[config.mk]
export PLATFORM = sky130hd
export DESIGN_NAME = opp_ctrl
export DESIGN_NICKNAME = d
export VERILOG_FILES = /design/src/common/opp_pkg.sv /design/src/rtl/opp_ctrl.sv
export SDC_FILE = /design/constraint.sdc
export NUM_CORES = 1
export LEC_CHECK = 0
export BUFFER_PORTS_ARGS = -buffer_cell sky130_fd_sc_hd__buf_2
export CAP_MARGIN = 30
export CORE_MARGIN = 4
export CORE_UTILIZATION = 50
export CTS_BUF_LIST = sky130_fd_sc_hd__clkbuf_4 sky130_fd_sc_hd__clkbuf_8 sky130_fd_sc_hd__clkbuf_16
export CTS_CLUSTER_SIZE = 8
export DETAILED_ROUTE_END_ITERATION = 8
export HOLD_SLACK_MARGIN = 0.06
export PLACE_DENSITY = 0.79
export SETUP_SLACK_MARGIN = 0.3
export SLEW_MARGIN = 20
export SYNTH_ARGS = -nofsm -noshare
export SYNTH_HDL_FRONTEND = slang
export SYNTH_SLANG_ARGS = --single-unit
[constraint.sdc]
create_clock -name sys_clk_i -period 5.6 [get_ports sys_clk_i]
set_input_delay 0.84 -clock sys_clk_i [delete_from_list [all_inputs] [get_ports sys_clk_i]]
set_output_delay 0.84 -clock sys_clk_i [all_outputs]
set_load 0.01 [all_outputs]
[src/common/opp_pkg.sv]
`default_nettype none
package opp_pkg;
  // register byte addresses
  localparam logic [7:0] ADDR_CTRL = 8'h00;
  localparam logic [7:0] ADDR_CMD = 8'h04;
  localparam logic [7:0] ADDR_DELAY = 8'h08;
  localparam logic [7:0] ADDR_CURR_IMM = 8'h0C;
  localparam logic [7:0] ADDR_CURR_TRIG = 8'h10;
  localparam logic [7:0] ADDR_RES_IMM = 8'h14;
  localparam logic [7:0] ADDR_RES_TRIG = 8'h18;
  localparam logic [7:0] ADDR_DIG = 8'h1C;
  localparam logic [7:0] ADDR_STATUS = 8'h20;
  localparam logic [7:0] ADDR_INT_STAT = 8'h24;
  localparam logic [7:0] ADDR_INT_MASK = 8'h28;
  // control register fields
  localparam int CTRL_OUT_ON = 0;
  localparam int CTRL_OCP_EN = 1;
  localparam int CTRL_MODE_LO = 2;
  localparam int CTRL_CFG_LO = 4;
  localparam int CTRL_ARM = 6;
  // command register fields (write-only pulses)
  localparam int CMD_CLEAR = 0;
  localparam int CMD_TRIG = 1;
  // interrupt event bits
  localparam int EV_OC = 0;
  localparam int EV_LATCH = 1;
  localparam int EV_TRIG = 2;
  // reset values and maximum current level
  localparam logic [15:0] CURR_MAX = 16'hFFFF;
  localparam logic [15:0] CURR_RST = 16'h1999;
  localparam logic [15:0] RES_RST = 16'h0000;
  localparam logic [2:0] DIG_RST = 3'h0;
  localparam logic [2:0] MASK_RST = 3'h0;
  // status-recording delay, counted in milliseconds
  localparam int CLK_MHZ = 125;
  localparam int DLY_UNIT_US = 1000;
  localparam int UNIT_CYCLES = CLK_MHZ * DLY_UNIT_US;
  localparam logic [30:0] DLY_RST_MS = 31'h0000_0050;
  localparam logic [30:0] DLY_MAX_MS = 31'h7FFF_FFFF;

  typedef enum logic [1:0] {
    MODE_LATCH = 2'b00,
    MODE_FOLLOW = 2'b01,
    MODE_OFF = 2'b10
  } opp_mode_t;

  typedef enum logic [1:0] {
    CFG_SHUTOFF = 2'b00,
    CFG_GENIO = 2'b01,
    CFG_TRIG = 2'b10
  } opp_cfg_t;

  typedef struct packed {
    logic out_on;
    logic ocp_en;
    opp_mode_t mode;
    opp_cfg_t port_cfg;
    logic armed;
    logic [30:0] dly_ms;
    logic [15:0] curr_imm;
    logic [15:0] curr_trig;
    logic [15:0] res_imm;
    logic [15:0] res_trig;
    logic [2:0] dig;
    logic [16:0] unit_cnt;
    logic [30:0] dly_cnt;
    logic cc_rec;
    logic oc_flag;
    logic latch;
    logic pin3_q;
    logic [2:0] int_stat;
    logic [2:0] int_mask;
    logic [31:0] rd_data;
    logic irq;
    logic out_en;
    logic [2:0] pin_out;
    logic [2:0] pin_oe;
    logic nv_store;
    logic nv_loaded;
  } opp_state_t;
endpackage : opp_pkg
`default_nettype wire

[src/rtl/opp_ctrl.sv]
// Local design decisions: the register addresses and the address-and-strobe port.
`timescale 1ns/100ps
`default_nettype none
// Contract
// - record constant current only after programmed delay
// - overcurrent trip waits for same delay
// - latched mode: low input disables, clear releases
// - follow mode: output disabled while input low
// - off mode: inhibit input does not disable output, but low input still blocks clear
// - shutoff mode kept in nonvolatile store
// - enabled protection trips on constant current
// - one protection enable for all channels
// - immediate current level sets the limit
// - overcurrent cleared by clear after cause gone
// - pending current applied on trigger when armed
// - data drives pins only in general io
// - bits 0,1 drive pins 1,2; reset zero
// - bit 2 high makes pin 3 input
// - read returns written bits, follow_shutoff_mode pin 3
// - port function selectable, kept nonvolatile
// - immediate and pending resistance, reset zero
// - clear needs all causes gone, restores state
module opp_ctrl
  import opp_pkg::*;
#(
  parameter int unsigned UNIT_CYC = UNIT_CYCLES
) (
  // clock and reset
  input wire logic sys_clk_i,
  input wire logic arst_n_i,
  // register port
  input wire logic [7:0] addr_i,
  input wire logic [31:0] wr_data_i,
  input wire logic wr_en_i,
  input wire logic rd_en_i,
  output logic [31:0] rd_data_o,
  output logic irq_o,
  // measurement and output control
  input wire logic [15:0] meas_curr_i,
  output logic out_en_o,
  output logic cc_state_o,
  output logic overcurrent_flag_o,
  output logic [15:0] curr_level_o,
  output logic [15:0] res_level_o,
  // control port pins 1..3
  input wire logic [2:0] port_pin_i,
  output logic [2:0] port_pin_o,
  output logic [2:0] port_pin_oe_o,
  // nonvolatile settings store
  input wire logic [3:0] nv_restore_i,
  output logic nv_store_o,
  output logic [3:0] nv_data_o
);

  opp_state_t s;
  opp_state_t n;

  logic inhibit_input;
  logic cc_raw;
  logic unit_tick;
  logic wr_ctrl;
  logic clr_cmd;
  logic clear_ok;
  logic trig_req;
  logic trig_take;
  logic reprog;
  logic [2:0] events;

  // inhibit input is pin 3 in shutoff/fault configuration, active low
  assign inhibit_input = (s.port_cfg == CFG_SHUTOFF) ? port_pin_i[2] : 1'b1;
  assign cc_raw = (meas_curr_i >= s.curr_imm);
  assign unit_tick = (s.unit_cnt == 17'(UNIT_CYC - 1));
  assign wr_ctrl = wr_en_i && (addr_i == ADDR_CTRL);
  assign clr_cmd = wr_en_i && (addr_i == ADDR_CMD) && wr_data_i[CMD_CLEAR];
  assign clear_ok = !cc_raw && inhibit_input;
  assign trig_req = (wr_en_i && (addr_i == ADDR_CMD) && wr_data_i[CMD_TRIG])
                    || ((s.port_cfg == CFG_TRIG) && port_pin_i[2] && !s.pin3_q);
  assign trig_take = trig_req && s.armed;
  assign reprog = trig_take
                  || (wr_en_i && (addr_i == ADDR_CURR_IMM || addr_i == ADDR_RES_IMM))
                  || (wr_ctrl && (wr_data_i[CTRL_OUT_ON] != s.out_on));

  always_comb begin
    n = s;
    n.rd_data = 32'h0000_0000;
    n.nv_store = 1'b0;
    events = 3'h0;
    n.pin3_q = port_pin_i[2];
    // restore stored settings once after reset release
    if (!s.nv_loaded) begin
      n.nv_loaded = 1'b1;
      n.mode = opp_mode_t'(nv_restore_i[1:0]);
      n.port_cfg = opp_cfg_t'(nv_restore_i[3:2]);
    end
    if (wr_en_i) begin
      case (addr_i)
        ADDR_CTRL: begin
          n.out_on = wr_data_i[CTRL_OUT_ON];
          n.ocp_en = wr_data_i[CTRL_OCP_EN];
          if (wr_data_i[CTRL_MODE_LO +: 2] != 2'b11) begin
            n.mode = opp_mode_t'(wr_data_i[CTRL_MODE_LO +: 2]);
          end
          if (wr_data_i[CTRL_CFG_LO +: 2] != 2'b11) begin
            n.port_cfg = opp_cfg_t'(wr_data_i[CTRL_CFG_LO +: 2]);
          end
          n.armed = s.armed | wr_data_i[CTRL_ARM];
          n.nv_store = (n.mode != s.mode) || (n.port_cfg != s.port_cfg);
        end
        ADDR_DELAY: begin
          n.dly_ms = wr_data_i[30:0];
        end
        ADDR_CURR_IMM: begin
          n.curr_imm = wr_data_i[15:0];
        end
        ADDR_CURR_TRIG: begin
          n.curr_trig = wr_data_i[15:0];
        end
        ADDR_RES_IMM: begin
          n.res_imm = wr_data_i[15:0];
        end
        ADDR_RES_TRIG: begin
          n.res_trig = wr_data_i[15:0];
        end
        ADDR_DIG: begin
          n.dig = wr_data_i[2:0];
        end
        ADDR_INT_STAT: begin
          n.int_stat = s.int_stat & ~wr_data_i[2:0];
        end
        ADDR_INT_MASK: begin
          n.int_mask = wr_data_i[2:0];
        end
        default: begin
        end
      endcase
    end
    // armed trigger copies pending levels and disarms
    if (trig_take) begin
      n.curr_imm = s.curr_trig;
      n.res_imm = s.res_trig;
      n.armed = 1'b0;
      events[EV_TRIG] = 1'b1;
    end
    // delay counter in milliseconds, reloaded on every reprogramming
    if (reprog) begin
      n.dly_cnt = s.dly_ms;
      n.unit_cnt = 17'h0_0000;
    end else begin
      n.unit_cnt = unit_tick ? 17'h0_0000 : s.unit_cnt + 17'h0_0001;
      if (unit_tick && (s.dly_cnt != 31'h0000_0000)) begin
        n.dly_cnt = s.dly_cnt - 31'h0000_0001;
      end
    end
    if (!reprog && (s.dly_cnt == 31'h0000_0000)) begin
      n.cc_rec = cc_raw;
    end
    // overcurrent fault, set by the recorded state only
    if (clr_cmd && clear_ok) begin
      n.oc_flag = 1'b0;
      n.latch = 1'b0;
    end
    if (s.ocp_en && s.cc_rec) begin
      n.oc_flag = 1'b1;
      events[EV_OC] = !s.oc_flag;
    end
    if ((s.mode == MODE_LATCH) && !inhibit_input) begin
      n.latch = 1'b1;
      events[EV_LATCH] = !s.latch;
    end
    // out_on is untouched by faults, so clearing restores it
    n.out_en = s.out_on && !n.oc_flag
               && !((s.mode == MODE_LATCH) && n.latch)
               && !((s.mode == MODE_FOLLOW) && !inhibit_input);
    // port pins
    case (n.port_cfg)
      CFG_SHUTOFF: begin
        n.pin_out = {2'b00, n.oc_flag | n.latch};
        n.pin_oe = 3'b001;
      end
      CFG_GENIO: begin
        n.pin_out = {1'b0, n.dig[1:0]};
        n.pin_oe = {~n.dig[2], 2'b11};
      end
      default: begin
        n.pin_out = 3'b000;
        n.pin_oe = 3'b000;
      end
    endcase
    // sticky events, set wins over clear
    n.int_stat = n.int_stat | events;
    n.irq = |(n.int_stat & n.int_mask);
    if (rd_en_i) begin
      case (addr_i)
        ADDR_CTRL: begin
          n.rd_data = {25'h0, s.armed, 2'(s.port_cfg), 2'(s.mode), s.ocp_en, s.out_on};
        end
        ADDR_DELAY: begin
          n.rd_data = {1'b0, s.dly_ms};
        end
        ADDR_CURR_IMM: begin
          n.rd_data = {16'h0000, s.curr_imm};
        end
        ADDR_CURR_TRIG: begin
          n.rd_data = {16'h0000, s.curr_trig};
        end
        ADDR_RES_IMM: begin
          n.rd_data = {16'h0000, s.res_imm};
        end
        ADDR_RES_TRIG: begin
          n.rd_data = {16'h0000, s.res_trig};
        end
        ADDR_DIG: begin
          n.rd_data = {29'h0, port_pin_i[2], s.dig[1:0]};
        end
        ADDR_STATUS: begin
          n.rd_data = {27'h0, s.armed, s.latch, s.oc_flag, s.cc_rec, s.out_en};
        end
        ADDR_INT_STAT: begin
          n.rd_data = {29'h0, s.int_stat};
        end
        ADDR_INT_MASK: begin
          n.rd_data = {29'h0, s.int_mask};
        end
        default: begin
          n.rd_data = 32'h0000_0000;
        end
      endcase
    end
  end

  always_ff @(posedge sys_clk_i or negedge arst_n_i) begin
    if (!arst_n_i) begin
      s <= '0;
      s.mode <= MODE_LATCH;
      s.port_cfg <= CFG_SHUTOFF;
      s.dly_ms <= DLY_RST_MS;
      s.curr_imm <= CURR_RST;
      s.curr_trig <= CURR_RST;
      s.res_imm <= RES_RST;
      s.res_trig <= RES_RST;
      s.dig <= DIG_RST;
      s.int_mask <= MASK_RST;
      s.pin_oe <= 3'b001;
    end else begin
      s <= n;
    end
  end

  assign rd_data_o = s.rd_data;
  assign irq_o = s.irq;
  assign out_en_o = s.out_en;
  assign cc_state_o = s.cc_rec;
  assign overcurrent_flag_o = s.oc_flag;
  assign curr_level_o = s.curr_imm;
  assign res_level_o = s.res_imm;
  assign port_pin_o = s.pin_out;
  assign port_pin_oe_o = s.pin_oe;
  assign nv_store_o = s.nv_store;
  assign nv_data_o = {2'(s.port_cfg), 2'(s.mode)};
endmodule : opp_ctrl
`default_nettype wire

Word-level counts from Yosys, hierarchy flattened
Index checks and enable logic that the tools add are counted.
{"block": "totals", "elab_cells": 144, "reg_bits": 205, "output_inout_bits": 79, "input_bits": 67}
{"block": "op_classes", "n_reduce_logical": 53, "n_addsub": 2, "n_mux": 36, "n_lt_le_gt_ge": 1, "n_eq_ne": 19, "n_bitwise": 7}
{"operator": "31-bit one-hot mux with 10 select lines", "n": 1}
{"operator": "103-bit two-way mux", "n": 1}
{"operator": "16-bit two-way mux", "n": 6}
{"operator": "31-bit two-way mux", "n": 3}
{"operator": "48-bit two-way mux", "n": 1}
{"operator": "8-bit by 5-bit equality test with 1-bit output, second input constant", "n": 4}
{"operator": "31-bit zero test", "n": 1}
{"operator": "31-bit nonzero test", "n": 1}
{"operator": "31-bit by 1-bit subtractor with 31-bit output, second input constant", "n": 1}
{"operator": "8-bit by 6-bit equality test with 1-bit output, second input constant", "n": 3}
{"operator": "1-bit logical AND", "n": 20}
{"operator": "17-bit by 1-bit adder with 17-bit output, second input constant", "n": 1}
{"operator": "17-bit equality test, second input constant", "n": 1}
{"operator": "17-bit two-way mux", "n": 1}
{"operator": "8-bit by 4-bit equality test with 1-bit output, second input constant", "n": 2}
{"operator": "16-bit >= comparator", "n": 1}
{"operator": "2-bit two-way mux", "n": 7}
{"operator": "2-bit AND reduction", "n": 7}
{"operator": "5-bit one-hot mux with 2 select lines", "n": 1}
{"operator": "2-bit nonzero test", "n": 5}
{"operator": "1-bit zero test", "n": 9}
{"operator": "1-bit two-way mux", "n": 9}
{"operator": "3-bit two-way mux", "n": 3}
{"operator": "8-bit by 3-bit equality test with 1-bit output, second input constant", "n": 1}
{"operator": "other kinds (17)", "n": 28}

Longest topological paths before layout
{"block": "logic_depth", "depth_word": 10, "mapped_depth": 8, "ltp_nobuf": 7}

Worst setup path after synthesis
Ideal clock, no wire load.
{"block": "synth_timing", "kind": "in2reg", "startpoint": "input port addr_i[2]", "endpoint": "register s (netlist bit res_level_o[10])", "n_path_buf": 3, "arrival_time_ps": 2635, "required_time_ps": 5467, "slack_ps": 2832, "path_stages": 8, "setup_ps": 133, "cell_sequence": "buf_2 -> nor4b_2 -> and3_1 -> clkbuf_1 -> nand2_1 -> clkbuf_1 -> mux2i_1 -> o21ai_0"}
{"block": "synth_via", "elab_chain_len": 7, "word_cells_on_any_way": 10, "cone_classes": "eq/ne: 2; mux: 1; reduce/logical: 7"}
{"element": "start, declared", "line": "opp_ctrl.sv:32", "source": "input wire logic [7:0] addr_i,"}
{"element": "8-bit by 3-bit equality test with 1-bit output", "line": "opp_ctrl.sv:76", "source": "assign trig_req = (wr_en_i && (addr_i == ADDR_CMD) && wr_data_i[CMD_TRIG])"}
{"element": "1-bit logical AND (2 in series)", "line": "opp_ctrl.sv:76"}
{"element": "1-bit logical OR", "line": "opp_ctrl.sv:77", "source": "|| ((s.port_cfg == CFG_TRIG) && port_pin_i[2] && !s.pin3_q);"}
{"element": "1-bit logical AND", "line": "opp_ctrl.sv:78", "source": "assign trig_take = trig_req && s.armed;"}
{"element": "2-bit nonzero test (no source line)"}
{"element": "2-bit AND reduction (no source line)"}
{"element": "end signal, assigned", "line": "opp_ctrl.sv:245", "source": "s <= n;"}
{"element": "end, declared", "line": "opp_ctrl.sv:55", "source": "opp_state_t s;"}
Several ways; a longest one is shown, not always the timed one.
A chain may end at the register's enable or synchronous reset.

Final worst setup path
{"block": "layout_timing", "startpoint": "input port addr_i[2]", "endpoint": "register s[194] in the netlist's numbering"}
{"block": "layout_via", "elab_chain_len": 2}
{"element": "8-bit by 4-bit equality test with 1-bit output", "line": "opp_ctrl.sv:96", "source": "case (addr_i)"}
{"element": "2-bit AND reduction (no source line)"}
No other way between the ends.

==> impl_metrics.toml <==
[outcome]
outcome = "finished, final reports clean"

[sta]
final-hold-violation-count = 0
post-route-min-period_ns = 3.621
final.period_utilization = 0.6467
fin_worst_skew_ns = 0.01741
worstMarginPinSlew_ns = 0.9271
rsz0062_at_grt = "no"
hold_slack_ns = 0.3900
fin_setup_tns_ns = 0
setup_violations = 0
setup_ws_ns = 1.979
fmax_mhz = 276.1
final_max_slew_viol_count = 0
slew_headroom = 0.3804

[die]
core.rowCount = 53
die_y_um = 154.0
initial_core_util = 0.5068
die-area_um2 = 23710
die_x_um = 154.0
core-area_um2 = 21020
ios = 146

[worst_setup_path]
crit_path_start_kind = "input pin"
worst-endpoint-required_ns = 6.00
critical_path_depth = 8
crit_path_max_fanout = 18
crit_type = "in2reg"
reg2reg_to = "s[76]$_DFFE_PN0P_"
cp_slowest_cell = "nand2_1"
reg2reg_from = "s[92]$_DFF_PN0_"
crit_path_cell_trace = "buf_2, nor4b_2, nand2_1, nor2_1, buf_4, nand2_1, buf_4, mux2_1"
cp.arrival_ns = 4.02
max_stage_delay_ns = 0.61
crit_buf_inv = 3
r2r_setup_slack_ns = 2.91
crit_family = "simple AND/OR/NAND/NOR gates"
end_kind = "flop"
reg2regPathDepth = 5

[final_layout]
utilization = 0.5691
syn_to_final_growth_pct = 12.31
drive_above_1_share = 0.2536
antenna_cells = 0
num-nets-final = 1171
fillers = 1774

[pwr]
peakVddDrop_mv = 0.2008
power_mw = 3.796
powerDensity_nw_per_um2 = 317.3
power.leakage_nw = 5.671

[place]
hpwlAfterDp_mm = 17.88
io_buffers = 140
place_congestion = 0.8613
dp_slack_ns = 1.511

[global_routing]
grt_max_degree = 104
antenna_found_initial = 1
grt_pass1_vias = 8318
overflow = 0
grt_pass1_wl_mm = 43.28
grt_util_all_layers = 0.2187

[detailed_routing]
wl_mm = 26.43
drtIter0Drc = 703
firstDrtPassIters = 7
vias_per_cell = 6.015
vias = 8271
ant_nets = 0
avgRoutedWirePerCell_um = 19.22
drc = 0

[clock_tree]
cts.path.max_buffers = 3
cts.clk_slew.worst_paths_ns = 0.04
cts-root-buf = "clkbuf_16"
cts_resized = 0
cts_tree = "built"
htreeDepth = 1
post_cts.repair.setup_buffers = 0
numCtsBuffers = 29
clk_latency_ns = 0.53
hold_buffers = 0
clock-sinks = 203

[synth]
yosysSeqAreaShare = 0.4789
netlist_instances = 1023
syn-mean-instance-area_um2 = 10.41
synthArstFlopShare = 1.000
synth.distinct_cells = 76
synth_seq_cells = 203
ys.flop_type = "dfrtp_1"
syn_area_um2 = 10650
synth_edf_count = 0
yosys_warnings = 0

[run]
cap_viol_max_count = 0

[worst_hold_path]
hp-class = "in2async"
==> how the worst max path moves through the flow <==
stage                                  end  startpoint  slack, ns
5_1_grt                 s[186]$_DFFE_PN0P_   addr_i[3]       1.90
3_5_place_dp            s[179]$_DFFE_PN0P_   addr_i[2]       1.51
2_1_floorplan  res_level_o[10]$_DFFE_PN0P_   addr_i[2]       2.83
3_3_place_gp            s[185]$_DFFE_PN0P_   addr_i[2]       1.58
6_report                s[194]$_DFFE_PN0P_   addr_i[2]       1.98
4_1_cts                 s[179]$_DFFE_PN0P_   addr_i[2]       2.07
==> metrics by stage <==
stage / instance area, um2 / cells
6_report: 11960 / 1375
2_1_floorplan: 10660 / 1024
5_1_grt: 11960 / 1375
4_1_cts: 11950 / 1373
3_3_place_gp: 11060 / 1326
3_5_place_dp: 11080 / 1328
==> flip-flops by register name, summed over array words and instances (netlist names) <==
register	flops
cc_state_o	1
irq_o	1
nv_data_o	4
res_level_o	16
out_en_o	1
port_pin_o	2
nv_store_o	1
rd_data_o	31
s	126
port_pin_oe_o	3
overcurrent_flag_o	1
curr_level_o	16
==> cell usage after synthesis, drive strengths merged, types with 11 or more instances <==
master / n / area share
dfrtp: 186 / 0.44
buf: 81 / 0.056
mux2: 73 / 0.078
nand2: 66 / 0.023
a21oi: 61 / 0.029
nor2: 56 / 0.020
o21ai: 56 / 0.026
mux2i: 50 / 0.047
clkbuf: 47 / 0.017
a31oi: 35 / 0.021
inv: 27 / 0.0095
and3: 22 / 0.013
or3: 20 / 0.012
ha: 18 / 0.021
or4: 18 / 0.013
dfstp: 17 / 0.042
o31ai: 16 / 0.011
a22oi: 15 / 0.011
nand3: 15 / 0.0070
nand4: 14 / 0.0082
xor2: 13 / 0.011
nor3: 12 / 0.0066
nor4: 11 / 0.0079
==> cell families (layout without fill, tap and decap cells) <==
kind of cell               Yosys count  after routing  share of synthesized area
other                                2              3                  0.0007050
buffers and inverters              155            231                    0.08186
DFF                                203            203                     0.4789
muxes                              123            123                     0.1245
adders and majority gates           18             18                    0.02114
AOI/OAI and AO/OA                  227            227                     0.1348
xor gates and xnor gates            18             18                    0.01480
and+or+nand+nor                    277            277                     0.1433
==> worst reg2reg max path, stage by stage (launching register included) <==
cell,delay (ns)
dfrtp_1,0.42
or4_1,0.60
nor4_4,0.47
nand4_1,0.42
or4_1,0.52
a31oi_1,0.17
==> report_power, final <==
part	switching, mW	total, mW	internal (mW)	leakage (nW)
Combinational	0.210	0.381	0.172	2.62
Clock	0.617	1.67	1.05	0.440
Sequential	0.142	1.74	1.60	2.61
==> metal layers <==
| metal | GRT usage | up-vias | part of all wire |
|---|---|---|---|
| li1 | - | 3807 | - |
| met1 | 0.3019 | 4126 | 0.44 |
| met2 | 0.3513 | 287 | 0.48 |
| met3 | 0.04334 | 49 | 0.066 |
| met4 | 0.06644 | 2 | 0.023 |
| met5 | 0 | - | 0.00072 |
==> final cells by class <==
type                       instances  area (um2)  share of cell area
sequential                       203        5101              0.4264
multi-input combinational        666        4690              0.3920
timing repair buffer             159       858.3             0.07174
clock buffer                      43       830.8             0.06944
tap                              275       344.1             0.02876
inverter                          27       101.3            0.008471
clock inverter                     2       38.79            0.003242
==> placed cells by master, fill, tap and decap left out, drive strengths merged, types with 12 or more instances in the layout <==
master,synthesis,routed
mux2i,50,50
or4,18,18
nand2,66,66
dfstp,17,17
nor3,12,12
xor2,13,13
a21oi,61,61
buf,81,157
o31ai,16,16
a22oi,15,15
nand3,15,15
ha,18,18
and3,22,22
inv,27,28
o21ai,56,56
a31oi,35,35
nand4,14,14
dfrtp,186,186
nor2,56,56
or3,20,20
clkbuf,47,45
mux2,73,73
Power figures use the tool's default switching activity.
